$ cat src/design/wrg_pkg.sv
// Constants, register map and period decode for the watchdog and reset guard
// How it works
// - Watchdog counts slow oscillator ticks, about 32 kHz, timeout 2^8 to 2^18 ticks
// - Period select 000..111 gives 2^8,2^10,2^12,2^14,2^15,2^16,2^17,2^18 ticks
// - Watchdog runs while its enable field holds 10101 or 01010
// - Any other enable code resets the device after the soft reset delay
// - Power-on loads watchdog control with 01010 011, that is 0x53
// - Bit 0 of the cause flags marks an enable-code reset; only writing zero clears
// - Overflow while running gives a full device reset and sets the expiry flag
// - Overflow while asleep sets the expiry flag and resets only PC and SP
// - Count clears on a bad enable code, the clear instruction or halt
// - Guard codes 0x55 and 0xaa do nothing; others reset after the delay
// - Guard code returns to 0x55 on every reset except a watchdog timeout
// - Bit 3 of the cause flags marks a guard-code reset; only writing zero clears
// - Upper four bits of the cause flag register read as zero
// - Power-on starts at address zero and presets all port registers high
// - Halt into sleep or idle clears the count and counting resumes
package wrg_pkg;
  // Register byte addresses
  localparam logic [7:0] WRG_ADDR_WDT_CTRL = 8'h00;
  localparam logic [7:0] WRG_ADDR_FLAGS = 8'h04;
  localparam logic [7:0] WRG_ADDR_GUARD = 8'h08;
  localparam logic [7:0] WRG_ADDR_IRQ_STAT = 8'h0c;
  localparam logic [7:0] WRG_ADDR_IRQ_MASK = 8'h10;
  // Field layout
  localparam int WRG_EN_LSB = 3;
  localparam int WRG_FLAG_WDT = 0;
  localparam int WRG_FLAG_GUARD = 3;
  localparam int WRG_EV_EXPIRY = 0;
  localparam int WRG_EV_CODE = 1;
  // Legal codes and reset values
  localparam logic [4:0] WRG_EN_CODE_A = 5'h15;
  localparam logic [4:0] WRG_EN_CODE_B = 5'h0a;
  localparam logic [7:0] WRG_GUARD_CODE_A = 8'h55;
  localparam logic [7:0] WRG_GUARD_CODE_B = 8'haa;
  localparam logic [7:0] WRG_WDT_CTRL_RST = 8'h53;
  localparam logic [7:0] WRG_GUARD_RST = 8'h55;
  localparam logic [3:0] WRG_FLAGS_RST = 4'h0;
  localparam logic [1:0] WRG_IRQ_RST = 2'h0;
  // Timing: system clock and slow oscillator
  localparam int WRG_CLK_HZ = 10_000_000;
  localparam int WRG_OSC_HZ = 32_000;
  localparam int WRG_OSC_DIV = WRG_CLK_HZ / WRG_OSC_HZ;
  localparam int WRG_SOFT_RESET_CYC = 16;
  localparam int WRG_CNT_W = 18;

  // Last count value before overflow for each period select
  function automatic logic [17:0] wrg_period_last(input logic [2:0] sel);
    logic [17:0] last;
    last = 18'h000ff;
    unique case (sel)
      3'h0: last = 18'h000ff;
      3'h1: last = 18'h003ff;
      3'h2: last = 18'h00fff;
      3'h3: last = 18'h03fff;
      3'h4: last = 18'h07fff;
      3'h5: last = 18'h0ffff;
      3'h6: last = 18'h1ffff;
      3'h7: last = 18'h3ffff;
    endcase
    return last;
  endfunction
endpackage

$ cat src/design/wrg_delay_if.sv
// Start and completion signals of the soft reset delay
`timescale 1ns/1ps
`default_nettype none
interface wrg_delay_if;
  logic start;
  logic busy;
  logic done;
  modport ctrl (output start, input busy, input done);
  modport timer (input start, output busy, output done);
endinterface
`default_nettype wire

$ cat src/design/wrg_divider.sv
// Divider giving a one-cycle tick at the slow oscillator rate
`timescale 1ns/1ps
`default_nettype none
module wrg_divider
  import wrg_pkg::*;
#(
  parameter int DIV = WRG_OSC_DIV
)
(
  input wire logic ref_clk,
  input wire logic reset,
  output logic tick
);
  localparam int W = (DIV > 1) ? $clog2(DIV) : 1;
  localparam logic [W-1:0] LAST = W'(DIV - 1);
  logic [W-1:0] cnt;

  // Free-running count; tick stands one cycle at each wrap
  always_ff @(posedge ref_clk)
  begin
    if (reset)
    begin
      cnt <= '0;
      tick <= 1'b0;
    end
    else
    begin
      tick <= (cnt == LAST);
      cnt <= (cnt == LAST) ? '0 : cnt + 1'b1;
    end
  end
endmodule
`default_nettype wire

$ cat src/design/wrg_delay.sv
// Soft reset delay counter
`timescale 1ns/1ps
`default_nettype none
module wrg_delay
  import wrg_pkg::*;
#(
  parameter int CYC = WRG_SOFT_RESET_CYC
)
(
  input wire logic ref_clk,
  input wire logic reset,
  wrg_delay_if.timer dly
);
  localparam int W = $clog2(CYC + 1);
  logic [W-1:0] cnt;

  // Once started the delay cannot be cancelled; a fixed code must not mask noise
  always_ff @(posedge ref_clk)
  begin
    if (reset)
    begin
      cnt <= '0;
      dly.busy <= 1'b0;
      dly.done <= 1'b0;
    end
    else
    begin
      dly.done <= 1'b0;
      if (dly.busy)
      begin
        if (cnt == W'(CYC - 1))
        begin
          dly.busy <= 1'b0;
          dly.done <= 1'b1;
        end
        cnt <= cnt + 1'b1;
      end
      else if (dly.start)
      begin
        dly.busy <= 1'b1;
        cnt <= '0;
      end
    end
  end
endmodule
`default_nettype wire

$ cat src/design/wrg_top.sv
// Watchdog timer and reset guard with APB register access
//
// Decided for this implementation: the APB slave port and the placing of the registers.
`timescale 1ns/1ps
`default_nettype none
module wrg_top
  import wrg_pkg::*;
#(
  parameter int OSC_DIV = WRG_OSC_DIV,
  parameter int SOFT_RESET_CYC = WRG_SOFT_RESET_CYC
)
(
  input wire logic ref_clk,
  input wire logic reset,
  input wire logic psel,
  input wire logic penable,
  input wire logic pwrite,
  input wire logic [7:0] paddr,
  input wire logic [31:0] pwdata,
  output logic [31:0] prdata,
  output logic pready,
  output logic pslverr,
  input wire logic clear_watchdog_instruction,
  input wire logic halt_instr,
  input wire logic sleep_state,
  output logic device_reset,
  output logic warm_reset,
  output logic port_preset,
  output logic expiry_flag,
  output logic powerdown_flag,
  output logic irq
);
  localparam int DLY_MAX = SOFT_RESET_CYC + 3;

  logic [7:0] watchdog_control;
  logic [7:0] reset_guard_code;
  logic [3:0] reset_cause_flags;
  logic [1:0] irq_status;
  logic [1:0] irq_mask;
  logic [WRG_CNT_W-1:0] count;
  logic osc_tick;
  logic rst_by_wdt;
  logic pend_wdt;
  logic pend_guard;
  logic access;
  logic wr;
  logic rd;
  logic mapped;
  logic en_ok;
  logic guard_ok;
  logic full_rst;
  logic guard_rst;
  logic cnt_clear;
  logic timeout;
  logic [31:0] rdata;
  logic [1:0] events;
  wrg_delay_if dly ();

  wrg_divider #(.DIV(OSC_DIV)) u_div (
    .ref_clk(ref_clk),
    .reset(reset),
    .tick(osc_tick)
  );

  wrg_delay #(.CYC(SOFT_RESET_CYC)) u_dly (
    .ref_clk(ref_clk),
    .reset(reset),
    .dly(dly)
  );

  // Bus decode; a write or read-clear acts only at the edge that completes the transfer
  assign access = psel & penable & pready;
  assign wr = access & pwrite;
  assign rd = access & ~pwrite;
  assign mapped = (paddr == WRG_ADDR_WDT_CTRL) || (paddr == WRG_ADDR_FLAGS) ||
                  (paddr == WRG_ADDR_GUARD) || (paddr == WRG_ADDR_IRQ_STAT) ||
                  (paddr == WRG_ADDR_IRQ_MASK);

  // Code checks
  assign en_ok = (watchdog_control[7:WRG_EN_LSB] == WRG_EN_CODE_A) ||
                 (watchdog_control[7:WRG_EN_LSB] == WRG_EN_CODE_B);
  assign guard_ok = (reset_guard_code == WRG_GUARD_CODE_A) ||
                    (reset_guard_code == WRG_GUARD_CODE_B);

  // Our own full reset re-inits registers; a watchdog one spares the guard code
  assign full_rst = reset | device_reset;
  assign guard_rst = reset | (device_reset & ~rst_by_wdt);

  // Count clear sources and overflow detection
  assign cnt_clear = ~en_ok | clear_watchdog_instruction | halt_instr;
  // Compare with >= so that a shorter period chosen mid-count still expires
  assign timeout = osc_tick & ~cnt_clear & (count >= wrg_period_last(watchdog_control[2:0]));
  // Not in the completion cycle: the codes are only reloaded by the reset that follows
  assign dly.start = ~(en_ok & guard_ok) & ~dly.busy & ~dly.done & ~device_reset;
  assign events = {dly.start, timeout};

  // Watchdog counter on the slow tick
  always_ff @(posedge ref_clk)
  begin
    if (full_rst | warm_reset | cnt_clear)
      count <= '0;
    else if (timeout)
      count <= '0;
    else if (osc_tick)
      count <= count + 1'b1;
  end

  // Watchdog control register
  always_ff @(posedge ref_clk)
  begin
    if (full_rst)
      watchdog_control <= WRG_WDT_CTRL_RST;
    else if (wr && paddr == WRG_ADDR_WDT_CTRL)
      watchdog_control <= pwdata[7:0];
  end

  // Guard code register
  always_ff @(posedge ref_clk)
  begin
    if (guard_rst)
      reset_guard_code <= WRG_GUARD_RST;
    else if (wr && paddr == WRG_ADDR_GUARD)
      reset_guard_code <= pwdata[7:0];
  end

  // Pending causes are gathered while the delay runs so none is lost
  always_ff @(posedge ref_clk)
  begin
    if (full_rst)
    begin
      pend_wdt <= 1'b0;
      pend_guard <= 1'b0;
    end
    else
    begin
      pend_wdt <= pend_wdt | ~en_ok;
      pend_guard <= pend_guard | ~guard_ok;
    end
  end

  // Reset outputs; sleep decides between full and warm reset
  always_ff @(posedge ref_clk)
  begin
    if (reset)
    begin
      device_reset <= 1'b0;
      warm_reset <= 1'b0;
      rst_by_wdt <= 1'b0;
      port_preset <= 1'b1;
    end
    else
    begin
      port_preset <= 1'b0;
      device_reset <= dly.done | (timeout & ~sleep_state);
      warm_reset <= timeout & sleep_state;
      rst_by_wdt <= timeout & ~sleep_state;
    end
  end

  // Cause flags: hardware sets, only a written zero clears, and set wins
  always_ff @(posedge ref_clk)
  begin
    if (reset)
      reset_cause_flags <= WRG_FLAGS_RST;
    else
    begin
      if (wr && paddr == WRG_ADDR_FLAGS)
        reset_cause_flags <= reset_cause_flags & pwdata[3:0] |
          {dly.done & pend_guard, 2'b00, dly.done & pend_wdt};
      else
      begin
        if (dly.done & pend_wdt)
          reset_cause_flags[WRG_FLAG_WDT] <= 1'b1;
        if (dly.done & pend_guard)
          reset_cause_flags[WRG_FLAG_GUARD] <= 1'b1;
      end
    end
  end

  // Expiry and power-down flags; a clear or halt in the overflow cycle blocks the timeout, so the clear wins
  always_ff @(posedge ref_clk)
  begin
    if (reset)
    begin
      expiry_flag <= 1'b0;
      powerdown_flag <= 1'b0;
    end
    else
    begin
      if (timeout)
        expiry_flag <= 1'b1;
      else if (halt_instr | clear_watchdog_instruction)
        expiry_flag <= 1'b0;
      if (halt_instr)
        powerdown_flag <= 1'b1;
      else if (clear_watchdog_instruction)
        powerdown_flag <= 1'b0;
    end
  end

  // Interrupt status clears on read, new events win; mask is plain storage
  always_ff @(posedge ref_clk)
  begin
    if (reset)
    begin
      irq_status <= WRG_IRQ_RST;
      irq_mask <= WRG_IRQ_RST;
      irq <= 1'b0;
    end
    else
    begin
      // Clear only what the read reported, so an event caught after capture stays
      if (rd && paddr == WRG_ADDR_IRQ_STAT)
        irq_status <= (irq_status & ~prdata[1:0]) | events;
      else
        irq_status <= irq_status | events;
      if (wr && paddr == WRG_ADDR_IRQ_MASK)
        irq_mask <= pwdata[1:0];
      irq <= |(irq_status & irq_mask);
    end
  end

  // Read mux; unused upper bits read zero
  always_comb
  begin
    rdata = 32'h0;
    unique case (paddr)
      WRG_ADDR_WDT_CTRL: rdata = {24'h0, watchdog_control};
      WRG_ADDR_FLAGS: rdata = {28'h0, reset_cause_flags};
      WRG_ADDR_GUARD: rdata = {24'h0, reset_guard_code};
      WRG_ADDR_IRQ_STAT: rdata = {30'h0, irq_status};
      WRG_ADDR_IRQ_MASK: rdata = {30'h0, irq_mask};
      default: rdata = 32'h0;
    endcase
  end

  // One wait state: data is registered so every output is a flop
  always_ff @(posedge ref_clk)
  begin
    if (reset)
    begin
      pready <= 1'b0;
      prdata <= 32'h0;
      pslverr <= 1'b0;
    end
    else
    begin
      pready <= psel & penable & ~pready;
      if (psel & penable & ~pready)
      begin
        prdata <= pwrite ? 32'h0 : rdata;
        pslverr <= ~mapped;
      end
      else
        pslverr <= 1'b0;
    end
  end
endmodule
`default_nettype wire

$ cat config.mk
export PLATFORM = sky130hd
export DESIGN_NAME = wrg_top
export DESIGN_NICKNAME = d
export VERILOG_FILES = /design/src/design/wrg_pkg.sv /design/src/design/wrg_delay_if.sv /design/src/design/wrg_divider.sv /design/src/design/wrg_delay.sv /design/src/design/wrg_top.sv
export SDC_FILE = /design/constraint.sdc
export NUM_CORES = 1
export LEC_CHECK = 0
export BUFFER_PORTS_ARGS = -buffer_cell sky130_fd_sc_hd__buf_2
export CORE_UTILIZATION = 54
export DETAILED_ROUTE_END_ITERATION = 8
export GPL_ROUTABILITY_DRIVEN = 0
export PLACE_DENSITY = 0.79
export SYNTH_ARGS = -nofsm -noshare
export SYNTH_HDL_FRONTEND = slang
export SYNTH_SLANG_ARGS = --single-unit
$ cat constraint.sdc
create_clock -name ref_clk -period 2.6 [get_ports ref_clk]
set_input_delay 0 -clock ref_clk [delete_from_list [all_inputs] [get_ports ref_clk]]
set_output_delay 0 -clock ref_clk [all_outputs]
set_load 0.05 [all_outputs]
==> flow_summary_export.csv <==
group,metric,value,unit
outcome,outcome,"finished clean",
logic_synthesis,ys_seq_elements,85,
place,dpl.hpwl,5900,um
hold_path,whs_endpoint,"prdata[1]",
pwr,p_int,1.92,mW
final_layout,diodes,0,
pwr,p_sw_share,24.3,%
setup_path,reg2reg_from,"pready",
hold_path,hold_class,"input port to register",
global_routing,grt_pass1_wl,13700,um
sta,post-route-period-util,83.2,%
hold_path,hp-start,"pwrite",
sta,hold_violations,0,
setup_path,crit_type,"register to register",
sta,rsz0062_at_grt,"no",
global_routing,grtUsageTotal,22.9,%
clocking,post_cts_resized,0,
logic_synthesis,synthDistinctLibCells,50,
clocking,cts_setup_buffers,0,
logic_synthesis,yosysWarningCount,0,
pwr,peakVddDrop,0.498,mV
clocking,cts_max_path_buffers,2,
sta,drv_slew,0,
logic_synthesis,syn-cell-area,4020,um^2
pwr,pwr-share-seq,51.8,%
final_layout,area_delta_synth_final,12.3,%
detailed_routing,post_drt_wl_per_cell,13.7,um
sta,slew_headroom,38.6,%
logic_synthesis,synthArstFlopShare,0,%
clocking,cts_made_buffers,9,
setup_path,critPathLaunchType,"register",
clocking,cts-root-buf,"clkbuf_8",
final_layout,drive_gt1_share,13.9,%
setup_path,end_kind,"register",
floorplanning,die_width,88.3,um
clocking,cts_tree,"yes",
setup_path,slowest_delay,570,ps
clocking,clkLatencyLatePin,350,ps
detailed_routing,vias_per_cell,5.51,
sta,skew,7.41,ps
logic_synthesis,yosys.area.top_type,"dfxtp_1",
sta,finalSetupViolCount,0,
logic_synthesis,synth_edf_count,0,
logic_synthesis,syn_avg_cell_area,8.66,um^2
detailed_routing,drc_errors,0,
pwr,power_switching,0.616,mW
flow_run,max_cap_viol_count,0,
detailed_routing,firstDrtPassIters,6,
global_routing,antenna_found_initial,0,
pwr,pwr-share-clk,40.5,%
setup_path,slowest_stage,"or3_1",
clocking,ctsHoldBuffers,12,
hold_path,min_path_cells,4,
final_layout,final_util,62.5,%
setup_path,rrSetupSlack,440,ps
floorplanning,initial_utilization,55.7,%
global_routing,grt_max_degree,34,
logic_synthesis,ys.flop_type,"dfxtp_1",
detailed_routing,routed_wl,8360,um
setup_path,rr_worst_depth,5,
logic_synthesis,syn-instance-count,464,
final_layout,fin_cells,610,
setup_path,worstPathArrival,2380,ps
final_layout,nets,569,
global_routing,grt_pass1_vias,3054,
clocking,clk_pin_slew,80,ps
floorplanning,die_y,88.3,um
sta,final.min_clock_period,2160,ps
setup_path,crit_chain,"nand4b_1, or4b_4, or3_1, a211oi_1, o21ai_0",
place,port_buffers,39,
detailed_routing,ant_nets,0,
global_routing,grt_overflow,0,
logic_synthesis,synth_top_area_share,42.3,%
logic_synthesis,yosysSeqAreaShare,42.3,%
sta,setup_tns,0,ps
detailed_routing,drt_iter0_drc,179,
sta,worst-slew-pin-transition,913,ps
setup_path,required,2820,ps
floorplanning,core,7210,um^2
clocking,cts.sinks,85,
logic_synthesis,synthTopCellsByArea,"dfxtp_1 (42%), nor2_1 (4.8%), buf_4 (4.7%), nand2_1 (4.6%), ha_1 (4.4%)",
pwr,power.leakage,1.81,nW
clocking,htreeDepth,3,
detailed_routing,vias,3363,
setup_path,crit_fanout,14,
pwr,powerDensity,561,nW/um^2
sta,fmax,462,MHz
floorplanning,row_count,31,
setup_path,worstSetupStartpoint,"pready",
pwr,pwr-share-comb,7.7,%
place,dp_cells,583,
floorplanning,boundaryPins,88,
floorplanning,die_area,7790,um^2
stage by stage:
stage / power (mW) / cell area (um^2) / setup slack [ps] / hold slack, ps
detailed placement: 1.52 / 4170 / 356 / 240
finish: 2.53 / 4510 / 438 / 22.2
floorplan: 1.51 / 4110 / 404 / 27.7
global placement: 1.52 / 4170 / 411 / 235
CTS: 2.55 / 4510 / 455 / 5.45
global route: 2.63 / 4510 / 311 / 22.1
placed cells by master, fill, tap and decap left out, drive strengths merged, types with 3 or more instances in the layout:
master	synthesis	layout
nor4bb	6	6
inv	17	18
or4	3	3
nor2	51	51
nand2	49	49
o21ai	17	17
clkbuf	15	10
buf	29	41
and3	4	4
a21oi	32	32
a22oi	5	5
a211oi	4	4
dfxtp	85	85
or3	6	6
nand4	14	14
or2	3	3
dlygate4sd3	0	12
conb	1	24
mux2i	14	14
mux2	4	4
o311ai	3	3
nor4	7	7
nand2b	4	4
xor2	13	13
ha	14	14
xnor2	7	7
nor3	9	9
o211ai	3	3
nand3	23	23
state kept, by name (all words and copies together), names as in the netlist, 2 cells and up, named ones only:
register,flops
count,18
u_div.cnt,9
prdata,8
reset_guard_code,8
watchdog_control,8
u_dly.cnt,5
reset_cause_flags,4
irq_mask,2
irq_status,2
cell type report:
| class | count | area [um^2] |
|---|---|---|
| clock buffers | 10 | 138 |
| clock inverters | 5 | 83.8 |
| fillers | 625 | 2700 |
| inverters | 17 | 63.8 |
| multi-input cells | 341 | 2070 |
| flip-flops and latches | 85 | 1700 |
| well taps | 99 | 124 |
| repair buffers | 53 | 330 |
synth_stat cells, drive strengths merged, types with 3 or more instances:
library cell  instances
nor3                  9
or3                   6
o211ai                3
and3                  4
clkbuf               15
xnor2                 7
a22oi                 5
buf                  29
nor2                 51
mux2i                14
dfxtp                85
a21oi                32
nand3                23
nand2                49
mux2                  4
o21ai                17
nor4                  7
or4                   3
ha                   14
inv                  17
nand4                14
xor2                 13
o311ai                3
a211oi                4
nor4bb                6
nand2b                4
or2                   3
worst max-delay path: cells and delay by family, from the launching register on:
kind,cells,cell delay [ps]
AND/OR/NAND/NOR,3,1270
AO/OA/AOI/OAI,2,360
flip-flops,1,380
cell families after synthesis:
logic type,synth area share (%)
xor+xnor,4.36
simple gates,23.3
flops,42.3
other cells,0.0933
mux,5.73
fa+ha+maj,4.36
buf+inv,8.28
compound gates,11.6
routing by layer:
metal / track usage [%] / wire [um] / vias to the layer above
li1: - / - / 1672
met1: 27.2 / 3640 / 1584
met2: 38.8 / 4100 / 91
met3: 7.28 / 436 / 16
met4: 8.80 / 179 / 0
met5: 0 / 0 / -
power groups by stage:
| stage | Sequential (mW) | Combinational (mW) | Clock (mW) |
|---|---|---|---|
| floorplan | 1.35 | 0.156 | 0 |
| global placement | 1.34 | 0.177 | 0 |
| detailed placement | 1.34 | 0.179 | 0 |
| CTS | 1.31 | 0.193 | 1.05 |
| global route | 1.31 | 0.209 | 1.11 |
| finish | 1.31 | 0.195 | 1.03 |
worst max-delay path by stage:
stage                     slack (ps)           end  depth (start not counted)
final                            440      register                          5
after global routing             310  device_reset                          7
after CTS                        460      register                          5
after detailed placement         360      register                          6
after global placement           410      register                          6
after floorplan                  400      register                          7
(Power assumes the default switching activity.)
